### src/axd_map.svh
`ifndef AXD_MAP_SVH
`define AXD_MAP_SVH

`define AXD_ADDR_CMD_LOW 3'h0
`define AXD_ADDR_CMD_HIGH 3'h1
`define AXD_ADDR_DATA_LOW 3'h6
`define AXD_ADDR_DATA_HIGH 3'h7

`define AXD_CMD_FIX_PLUS 8'h20
`define AXD_CMD_FIX_MINUS 8'h21
`define AXD_CMD_CONT_PLUS 8'h22
`define AXD_CMD_CONT_MINUS 8'h23
`define AXD_CMD_STOP 8'h27

`define AXD_BUSY_CYCLES 2'h2
`define AXD_DIR_DELAY 2'h1
`define AXD_PULSE_DELAY 2'h3

`define AXD_PULSE_HIGH 8'h04
`define AXD_PULSE_LOW 8'h04
`define AXD_RAMP_PULSES 32'h0000_0010

`define AXD_RESET_WORD 16'h0000
`define AXD_RESET_POS 32'h0000_0000

`endif

### src/axd_pkg.sv
package axd_pkg;

    typedef enum logic [3:0] {
        AXD_IDLE = 4'h1,
        AXD_START = 4'h2,
        AXD_HIGH = 4'h4,
        AXD_LOW = 4'h8
    } axd_state_t;

    typedef enum logic {
        AXD_QUAD = 1'h0,
        AXD_UPDN = 1'h1
    } axd_in_mode_t;

endpackage

### src/axd_enc_if.sv
`timescale 1ns/100ps
`default_nettype none

interface axd_enc_if;
    import axd_pkg::*;
    logic phase_a;
    logic phase_b;
    logic count_up;
    logic count_down;
    axd_in_mode_t mode;
    logic [31:0] position;

    modport src (output phase_a, output phase_b, output count_up, output count_down, output mode, input position);
    modport cnt (input phase_a, input phase_b, input count_up, input count_down, input mode, output position);
endinterface

`default_nettype wire

### src/axd_axis.sv
// What this block does
// - write busy output held low at most 2 cycles after write strobe rises.
// - axis outputs change only on rising clock edges, all from flip-flops.
// - quadrature input changes reach real position counter within 4 cycles.
// - count up or down rising edges reach real position counter within 4 cycles.
// - first drive pulse appears 3 cycles after write busy rises.
// - direction output valid 1 cycle after write busy rises.
// - drive active rises together with write busy after a drive command.
// - accel and decel phases valid 3 cycles after busy rises, low after last pulse.
// - 32-bit data: bits 15..0 in data low word, 31..16 in data high word.
`timescale 1ns/100ps
`default_nettype none
`include "axd_map.svh"

module axd_axis
    import axd_pkg::*;
(
    input wire logic clk_in,
    input wire logic rst_n_in,
    input wire logic write_strobe_n_in,
    input wire logic [2:0] addr_in,
    input wire logic [15:0] data_in,
    input wire logic byte_bus_in,
    input wire logic pulse_dir_mode_in,
    input wire logic count_mode_in,
    input wire logic encoder_phase_a_in,
    input wire logic encoder_phase_b_in,
    input wire logic count_up_input_in,
    input wire logic count_down_input_in,
    output logic write_busy_n_out,
    output logic plus_pulse_out,
    output logic minus_pulse_out,
    output logic single_pulse_out,
    output logic direction_out,
    output logic drive_active_out,
    output logic accel_phase_out,
    output logic decel_phase_out,
    output logic [31:0] real_pos_out
);
    function automatic logic cmd_is_drive(input logic [7:0] code);
        cmd_is_drive = (code == `AXD_CMD_FIX_PLUS) | (code == `AXD_CMD_FIX_MINUS) |
                       (code == `AXD_CMD_CONT_PLUS) | (code == `AXD_CMD_CONT_MINUS);
    endfunction

    function automatic logic cmd_is_minus(input logic [7:0] code);
        cmd_is_minus = (code == `AXD_CMD_FIX_MINUS) | (code == `AXD_CMD_CONT_MINUS);
    endfunction

    axd_enc_if enc ();

    axd_real_pos u_real_pos (
        .clk_in(clk_in),
        .rst_n_in(rst_n_in),
        .enc(enc)
    );

    assign enc.phase_a = encoder_phase_a_in;
    assign enc.phase_b = encoder_phase_b_in;
    assign enc.count_up = count_up_input_in;
    assign enc.count_down = count_down_input_in;
    assign enc.mode = count_mode_in ? AXD_UPDN : AXD_QUAD;
    assign real_pos_out = enc.position;

    // host write side
    logic strobe_prev_reg;
    logic [15:0] data_low_word_reg;
    logic [15:0] data_high_word_reg;
    logic [7:0] command_high_byte_reg;
    logic [1:0] busy_cnt_reg;
    logic [1:0] busy_cnt_next;
    logic busy_n_reg;
    logic strobe_rise;
    logic cmd_go;
    logic [7:0] cmd_code;
    logic busy_rise;

    assign strobe_rise = write_strobe_n_in & ~strobe_prev_reg;
    assign cmd_code = data_in[7:0];
    // the low byte carries the command, so it goes last on a byte bus
    assign cmd_go = strobe_rise & (addr_in == `AXD_ADDR_CMD_LOW);
    assign busy_cnt_next = strobe_rise ? `AXD_BUSY_CYCLES :
                           (busy_cnt_reg != 2'h0) ? busy_cnt_reg - 2'h1 : 2'h0;
    assign busy_rise = !busy_n_reg && (busy_cnt_next == 2'h0);
    assign write_busy_n_out = busy_n_reg;

    always_ff @(posedge clk_in or negedge rst_n_in) begin
        if (!rst_n_in) begin
            strobe_prev_reg <= 1'b1;
            busy_cnt_reg <= 2'h0;
            busy_n_reg <= 1'b1;
        end else begin
            strobe_prev_reg <= write_strobe_n_in;
            busy_cnt_reg <= busy_cnt_next;
            busy_n_reg <= (busy_cnt_next == 2'h0);
        end
    end

    always_ff @(posedge clk_in or negedge rst_n_in) begin
        if (!rst_n_in) begin
            data_low_word_reg <= `AXD_RESET_WORD;
            data_high_word_reg <= `AXD_RESET_WORD;
            command_high_byte_reg <= 8'h00;
        end else if (strobe_rise) begin
            if (addr_in == `AXD_ADDR_DATA_LOW) begin
                data_low_word_reg <= data_in;
            end
            if (addr_in == `AXD_ADDR_DATA_HIGH) begin
                data_high_word_reg <= data_in;
            end
            if (addr_in == `AXD_ADDR_CMD_HIGH && byte_bus_in) begin
                command_high_byte_reg <= data_in[7:0];
            end else if (addr_in == `AXD_ADDR_CMD_LOW && !byte_bus_in) begin
                command_high_byte_reg <= data_in[15:8];
            end
        end
    end

    // drive sequencer
    axd_state_t state_reg;
    axd_state_t state_next;
    logic pend_reg;
    logic pend_minus_reg;
    logic pend_cont_reg;
    logic minus_reg;
    logic cont_reg;
    logic stop_reg;
    logic [1:0] seq_cnt_reg;
    logic [7:0] width_cnt_reg;
    logic [31:0] remain_reg;
    logic [31:0] done_reg;
    logic drive_reg;
    logic pulse_next;
    logic start_pulse;
    logic high_end;
    logic low_end;
    logic finish;
    logic launch;

    assign launch = busy_rise && pend_reg && (state_reg == AXD_IDLE);
    assign high_end = (state_reg == AXD_HIGH) && (width_cnt_reg == `AXD_PULSE_HIGH - 8'h01);
    assign low_end = (state_reg == AXD_LOW) && (width_cnt_reg == `AXD_PULSE_LOW - 8'h01);
    assign finish = (state_reg == AXD_START && seq_cnt_reg == `AXD_PULSE_DELAY - 2'h1 &&
                     !cont_reg && remain_reg == 32'h0) ||
                    (low_end && (stop_reg || (!cont_reg && remain_reg == 32'h0)));
    assign start_pulse = ((state_reg == AXD_START) && (seq_cnt_reg == `AXD_PULSE_DELAY - 2'h1) && !finish) ||
                         (low_end && !finish);

    always_comb begin
        state_next = state_reg;
        case (state_reg)
            AXD_IDLE: begin
                if (launch) begin
                    state_next = AXD_START;
                end
            end
            AXD_START: begin
                if (finish) begin
                    state_next = AXD_IDLE;
                end else if (start_pulse) begin
                    state_next = AXD_HIGH;
                end
            end
            AXD_HIGH: begin
                if (high_end) begin
                    state_next = AXD_LOW;
                end
            end
            AXD_LOW: begin
                if (finish) begin
                    state_next = AXD_IDLE;
                end else if (start_pulse) begin
                    state_next = AXD_HIGH;
                end
            end
            default: begin
                state_next = AXD_IDLE;
            end
        endcase
    end

    assign pulse_next = (state_next == AXD_HIGH);

    always_ff @(posedge clk_in or negedge rst_n_in) begin
        if (!rst_n_in) begin
            pend_reg <= 1'b0;
            pend_minus_reg <= 1'b0;
            pend_cont_reg <= 1'b0;
            stop_reg <= 1'b0;
        end else begin
            if (cmd_go && cmd_is_drive(cmd_code) && state_reg == AXD_IDLE) begin
                pend_reg <= 1'b1;
                pend_minus_reg <= cmd_is_minus(cmd_code);
                pend_cont_reg <= cmd_code[1];
            end else if (launch) begin
                pend_reg <= 1'b0;
            end
            if (cmd_go && cmd_code == `AXD_CMD_STOP && state_reg != AXD_IDLE) begin
                stop_reg <= 1'b1;
            end else if (finish) begin
                stop_reg <= 1'b0;
            end
        end
    end

    always_ff @(posedge clk_in or negedge rst_n_in) begin
        if (!rst_n_in) begin
            state_reg <= AXD_IDLE;
            seq_cnt_reg <= 2'h0;
            width_cnt_reg <= 8'h00;
            minus_reg <= 1'b0;
            cont_reg <= 1'b0;
            remain_reg <= 32'h0;
            done_reg <= 32'h0;
        end else begin
            state_reg <= state_next;
            seq_cnt_reg <= launch ? 2'h0 : seq_cnt_reg + {1'b0, state_reg == AXD_START};
            width_cnt_reg <= (start_pulse || high_end) ? 8'h00 : width_cnt_reg + 8'h01;
            if (launch) begin
                minus_reg <= pend_minus_reg;
                cont_reg <= pend_cont_reg;
                remain_reg <= {data_high_word_reg, data_low_word_reg};
                done_reg <= 32'h0;
            end else if (start_pulse) begin
                remain_reg <= cont_reg ? remain_reg : remain_reg - 32'h1;
                done_reg <= done_reg + 32'h1;
            end
        end
    end

    // axis outputs, all registered on the rising edge
    always_ff @(posedge clk_in or negedge rst_n_in) begin
        if (!rst_n_in) begin
            drive_reg <= 1'b0;
            direction_out <= 1'b0;
            plus_pulse_out <= 1'b0;
            minus_pulse_out <= 1'b0;
            single_pulse_out <= 1'b0;
            accel_phase_out <= 1'b0;
            decel_phase_out <= 1'b0;
        end else begin
            if (launch) begin
                drive_reg <= 1'b1;
            end else if (finish) begin
                drive_reg <= 1'b0;
            end
            if (state_reg == AXD_START && seq_cnt_reg == `AXD_DIR_DELAY - 2'h1) begin
                direction_out <= ~minus_reg;
            end
            plus_pulse_out <= pulse_next & ~pulse_dir_mode_in & ~minus_reg;
            minus_pulse_out <= pulse_next & ~pulse_dir_mode_in & minus_reg;
            single_pulse_out <= pulse_next & pulse_dir_mode_in;
            if (finish) begin
                accel_phase_out <= 1'b0;
                decel_phase_out <= 1'b0;
            end else if (start_pulse) begin
                accel_phase_out <= done_reg < `AXD_RAMP_PULSES;
                decel_phase_out <= !cont_reg && remain_reg <= `AXD_RAMP_PULSES;
            end
        end
    end

    assign drive_active_out = drive_reg;
endmodule

`default_nettype wire

### src/axd_real_pos.sv
`timescale 1ns/100ps
`default_nettype none
`include "axd_map.svh"

module axd_real_pos
    import axd_pkg::*;
(
    input wire logic clk_in,
    input wire logic rst_n_in,
    axd_enc_if.cnt enc
);
    logic a_prev_reg;
    logic b_prev_reg;
    logic up_prev_reg;
    logic down_prev_reg;
    logic [31:0] pos_reg;
    logic [3:0] quad_code;
    logic quad_up;
    logic quad_down;
    logic step_up;
    logic step_down;

    // a leads b counts up: 00 -> 10 -> 11 -> 01 -> 00
    assign quad_code = {a_prev_reg, b_prev_reg, enc.phase_a, enc.phase_b};
    assign quad_up = (quad_code == 4'h2) | (quad_code == 4'hB) | (quad_code == 4'hD) | (quad_code == 4'h4);
    assign quad_down = (quad_code == 4'h1) | (quad_code == 4'h7) | (quad_code == 4'hE) | (quad_code == 4'h8);
    assign step_up = (enc.mode == AXD_QUAD) ? quad_up : (enc.count_up & ~up_prev_reg);
    assign step_down = (enc.mode == AXD_QUAD) ? quad_down : (enc.count_down & ~down_prev_reg);
    assign enc.position = pos_reg;

    always_ff @(posedge clk_in or negedge rst_n_in) begin
        if (!rst_n_in) begin
            a_prev_reg <= 1'b0;
            b_prev_reg <= 1'b0;
            up_prev_reg <= 1'b0;
            down_prev_reg <= 1'b0;
        end else begin
            a_prev_reg <= enc.phase_a;
            b_prev_reg <= enc.phase_b;
            up_prev_reg <= enc.count_up;
            down_prev_reg <= enc.count_down;
        end
    end

    // counter moves one edge after the input change
    always_ff @(posedge clk_in or negedge rst_n_in) begin
        if (!rst_n_in) begin
            pos_reg <= `AXD_RESET_POS;
        end else if (step_up && !step_down) begin
            pos_reg <= pos_reg + 32'h0000_0001;
        end else if (step_down && !step_up) begin
            pos_reg <= pos_reg - 32'h0000_0001;
        end
    end
endmodule

`default_nettype wire

### config.mk
export PLATFORM = sky130hd
export DESIGN_NAME = axd_axis
export DESIGN_NICKNAME = d
export VERILOG_FILES = /design/src/axd_pkg.sv /design/src/axd_enc_if.sv /design/src/axd_axis.sv /design/src/axd_real_pos.sv
export VERILOG_INCLUDE_DIRS = /design/src /design/src/src
export SDC_FILE = /design/constraint.sdc
export NUM_CORES = 1
export LEC_CHECK = 0
export BUFFER_PORTS_ARGS = -buffer_cell sky130_fd_sc_hd__buf_2
export CAP_MARGIN = 20
export CORE_MARGIN = 2
export CORE_UTILIZATION = 50
export DETAILED_ROUTE_END_ITERATION = 10
export HOLD_SLACK_MARGIN = 0.06
export PLACE_DENSITY_LB_ADDON = 0.2
export REMOVE_ABC_BUFFERS = 1
export SYNTH_ARGS = -nofsm -noshare
export SYNTH_HDL_FRONTEND = slang
export SYNTH_SLANG_ARGS = --single-unit
### constraint.sdc
create_clock -name clk_in -period 3.79 [get_ports clk_in]
set_clock_uncertainty 0.15 [all_clocks]
set_input_delay 0.1895 -clock clk_in [delete_from_list [all_inputs] [get_ports clk_in]]
set_output_delay 0.1895 -clock clk_in [all_outputs]
set_load 0.05 [all_outputs]
==> reports/results.ini <==
[outcome]
status = finished, final reports clean

[sta]
worstMarginPinSlew_ps = 812
setup_slack_ps = 33.7
tns_ps = 0
fin_crit_sh = 0.991
rsz0062_at_grt = true
hold_viol = 0
report.final.slew_viol_count = 0
fmax_mhz = 266
period_needed_ps = 3760
slew-limit-headroom = 0.458
setup_viol = 0

[synth]
synth_top_area_frac = 0.453
synth_cell_type_count = 72
synth_xor_xnor_area_share = 0.0892
synth_seq_area_share = 0.462
synth-compound-area-share = 0.129
yosys_warnings = 0
ys.flop_type = dfrtp_1
synth_area_um2 = 8840
synthTopCellsByArea = dfrtp_1 (45%), ha_1 (5.1%), mux2_2 (5.0%)
synth_edf_count = 0
synth_mux_area_frac = 0.0532
synth_largest_area_cell = dfrtp_1
syn_inst = 897
ys_ff_latch = 163
synth.most_common_cell = dfrtp_1
syn_avg_cell_area_um2 = 9.85
synth_top_family_by_area = simple AND/OR/NAND/NOR gates
synth_fa_ha_area_frac = 0.0532
synth-async-reset-ratio = 1.00
synth_simple_gate_area_frac = 0.188
synth_commonest_cells = dfrtp_1 (160), nand2_1 (106), o21ai_0 (67)

[finish]
design_area_um2 = 10800
drive_gt1_frac = 0.227
fin_cells = 1271
final_util = 0.625
fin_nets = 1099
antenna_cells = 0
area_delta_synth_final_pct = 22.4

[floorplan]
dieArea_um2 = 18800
core_area_um2 = 17300
die_x_um = 137
die_h_um = 137
rows = 48
initial_core_util = 0.511
ios = 69

[placement]
dpl_cell_area_um2 = 9720
routabilityCongestion = 0.844
port_buffers = 67
dp.cells = 1207
place_hpwl_mm = 12.8
pre_cts_slack_ps = -45.7

[route]
wl_met2_mm = 9.14
top_layer_used = met4
route.met3.wl_um = 489
wirelength_mm = 19.2
vias = 7002
wl_met1_mm = 9.24
routed_via_density = 5.51
drc_errors = 0
first_pass_iters = 5
ant_nets = 0
drtIter0Drc = 355
wire_per_inst_um = 15.1

[clock_network]
path_clk_slew_ps = 70
cts_root_buf = clkbuf_16
numCtsBuffers = 17
clock_sinks = 163
htreeDepth = 4
cts_tree = built
clock_latency_ps = 420
clk_path_buf_depth = 2

[worst_setup_path]
r2r_slack_ps = 30
critPathRequiredTime_ps = 3940
worstSetupPathType = flip-flop to flip-flop
rr_worst_depth = 14
setup.worst_path.end_class = flip-flop
arrival_ps = 3910
r2r_end = u_real_pos.enc.position[26]
r2r_start = u_real_pos.a_prev_reg
crit_fanout = 5
critPathLaunchType = flip-flop

[min_path]
worstHoldPathType = primary input to asynchronous set/reset pin

[pwr]
powerDensity_nw_per_um2 = 830
p_leak_nw = 4.73
ir_worst_vdd_mv = 0.622

[flow_run]
drv_cap = 0

[global_route]
antenna_found_initial = 0
grt_first_pass_wirelength_mm = 32.3
grt_usage = 0.215
grt_remaining_overflow = 0
grt_max_degree = 78
grt_pass1_vias = 6754

[report_power, final]
part	internal (W)	switching, W	total, W
clock network	0.00112	0.000715	0.00183
registers	0.00230	0.000526	0.00282
logic	0.00186	0.00246	0.00432
total	0.00527	0.00370	0.00897
[layout make-up]
cell class              count  area (µm²)
flip-flops and latches    163        4080
inverters                  20        78.8
well taps                 225         282
repair buffers            150        1060
clock inverters            10         173
repair inverters            1        7.51
clock buffers              22         444
multi-input cells         680        4680
fillers                  1477        6480
[placed cells by master, fill, tap and decap left out, types with 4 or more instances in the layout]
master           n
a211oi_1         4
a21o_1          10
a21oi_1         32
a21oi_2          7
a31oi_1          6
and3_1           8
and4_1           4
buf_2           66
buf_4           52
bufinv_16        4
clkbuf_1         5
clkbuf_16       17
clkinvlp_4       4
dfrtp_1        160
dlygate4sd3_1   27
ha_1            28
ha_4             5
inv_1           19
mux2_2          39
nand2_1        106
nand2b_1         5
nand3_1         24
nand3b_1         4
nand4_1         15
nor2_1          62
nor2b_1         10
nor3_1          18
nor3b_1          7
nor4_1          18
nor4b_1          4
o211ai_1         4
o21a_1           4
o21ai_0         62
o21ai_1         18
o21bai_1         5
o31ai_1          9
or3_1           11
xnor2_1         45
xor2_1          45
[cell families (layout without fill, tap and decap cells)]
logic type | count (synthesis) | in the layout
AO/OA/AOI/OAI | 187 | 187
XOR/XNOR | 90 | 90
adder cells (fa/ha/maj) | 37 | 37
buffers and inverters | 54 | 203
flip-flops | 163 | 163
multiplexers | 42 | 42
AND/OR/NAND/NOR | 324 | 324
[how the worst max path moves through the flow]
stage | end | cells after the start | from
floorplan | cont_reg | 4 | state_reg[0]
global placement | u_real_pos.enc.position[30] | 14 | u_real_pos.b_prev_reg
detailed placement | u_real_pos.enc.position[30] | 15 | u_real_pos.b_prev_reg
CTS | u_real_pos.enc.position[28] | 15 | u_real_pos.a_prev_reg
global route | u_real_pos.enc.position[30] | 13 | u_real_pos.a_prev_reg
finish | u_real_pos.enc.position[26] | 14 | u_real_pos.a_prev_reg
[per-stage QoR]
stage / hold slack [ps] / power (W)
after floorplan: -256 / 0.00568
after global placement: 118 / 0.00678
after detailed placement: 113 / 0.00686
after CTS: 233 / 0.00878
after global routing: 271 / 0.00961
final: 210 / 0.00897
[what timing repair did]
item                       CTS  global route
hold buffers                27             0
hold endpoints to repair   118             0
gates resized for setup      6            27
setup buffers                1             3
setup endpoints to repair    7            10
cloned                       1             0
pin swaps                    2             6
[layer usage]
| metal | vias up | track usage |
|---|---|---|
| li1 | 3477 | - |
| met1 | 3389 | 0.299 |
| met2 | 103 | 0.341 |
| met3 | 33 | 0.0359 |
| met4 | 0 | 0.0767 |
| met5 | - | 0 |
[critical path, cell delays in order, from the launching register on]
cell and delay (ps):
dfrtp_1 370, xor2_1 150, o31ai_1 260, ha_2 290
clkinvlp_4 220, fa_2 410, a21oi_2 200, o211ai_1 160
a31oi_1 300, nor3b_2 110, or3_4 350, a31oi_1 200
buf_4 160, nor4b_1 50, a211o_1 250
Note: power is estimated with default switching activity, not from simulation.
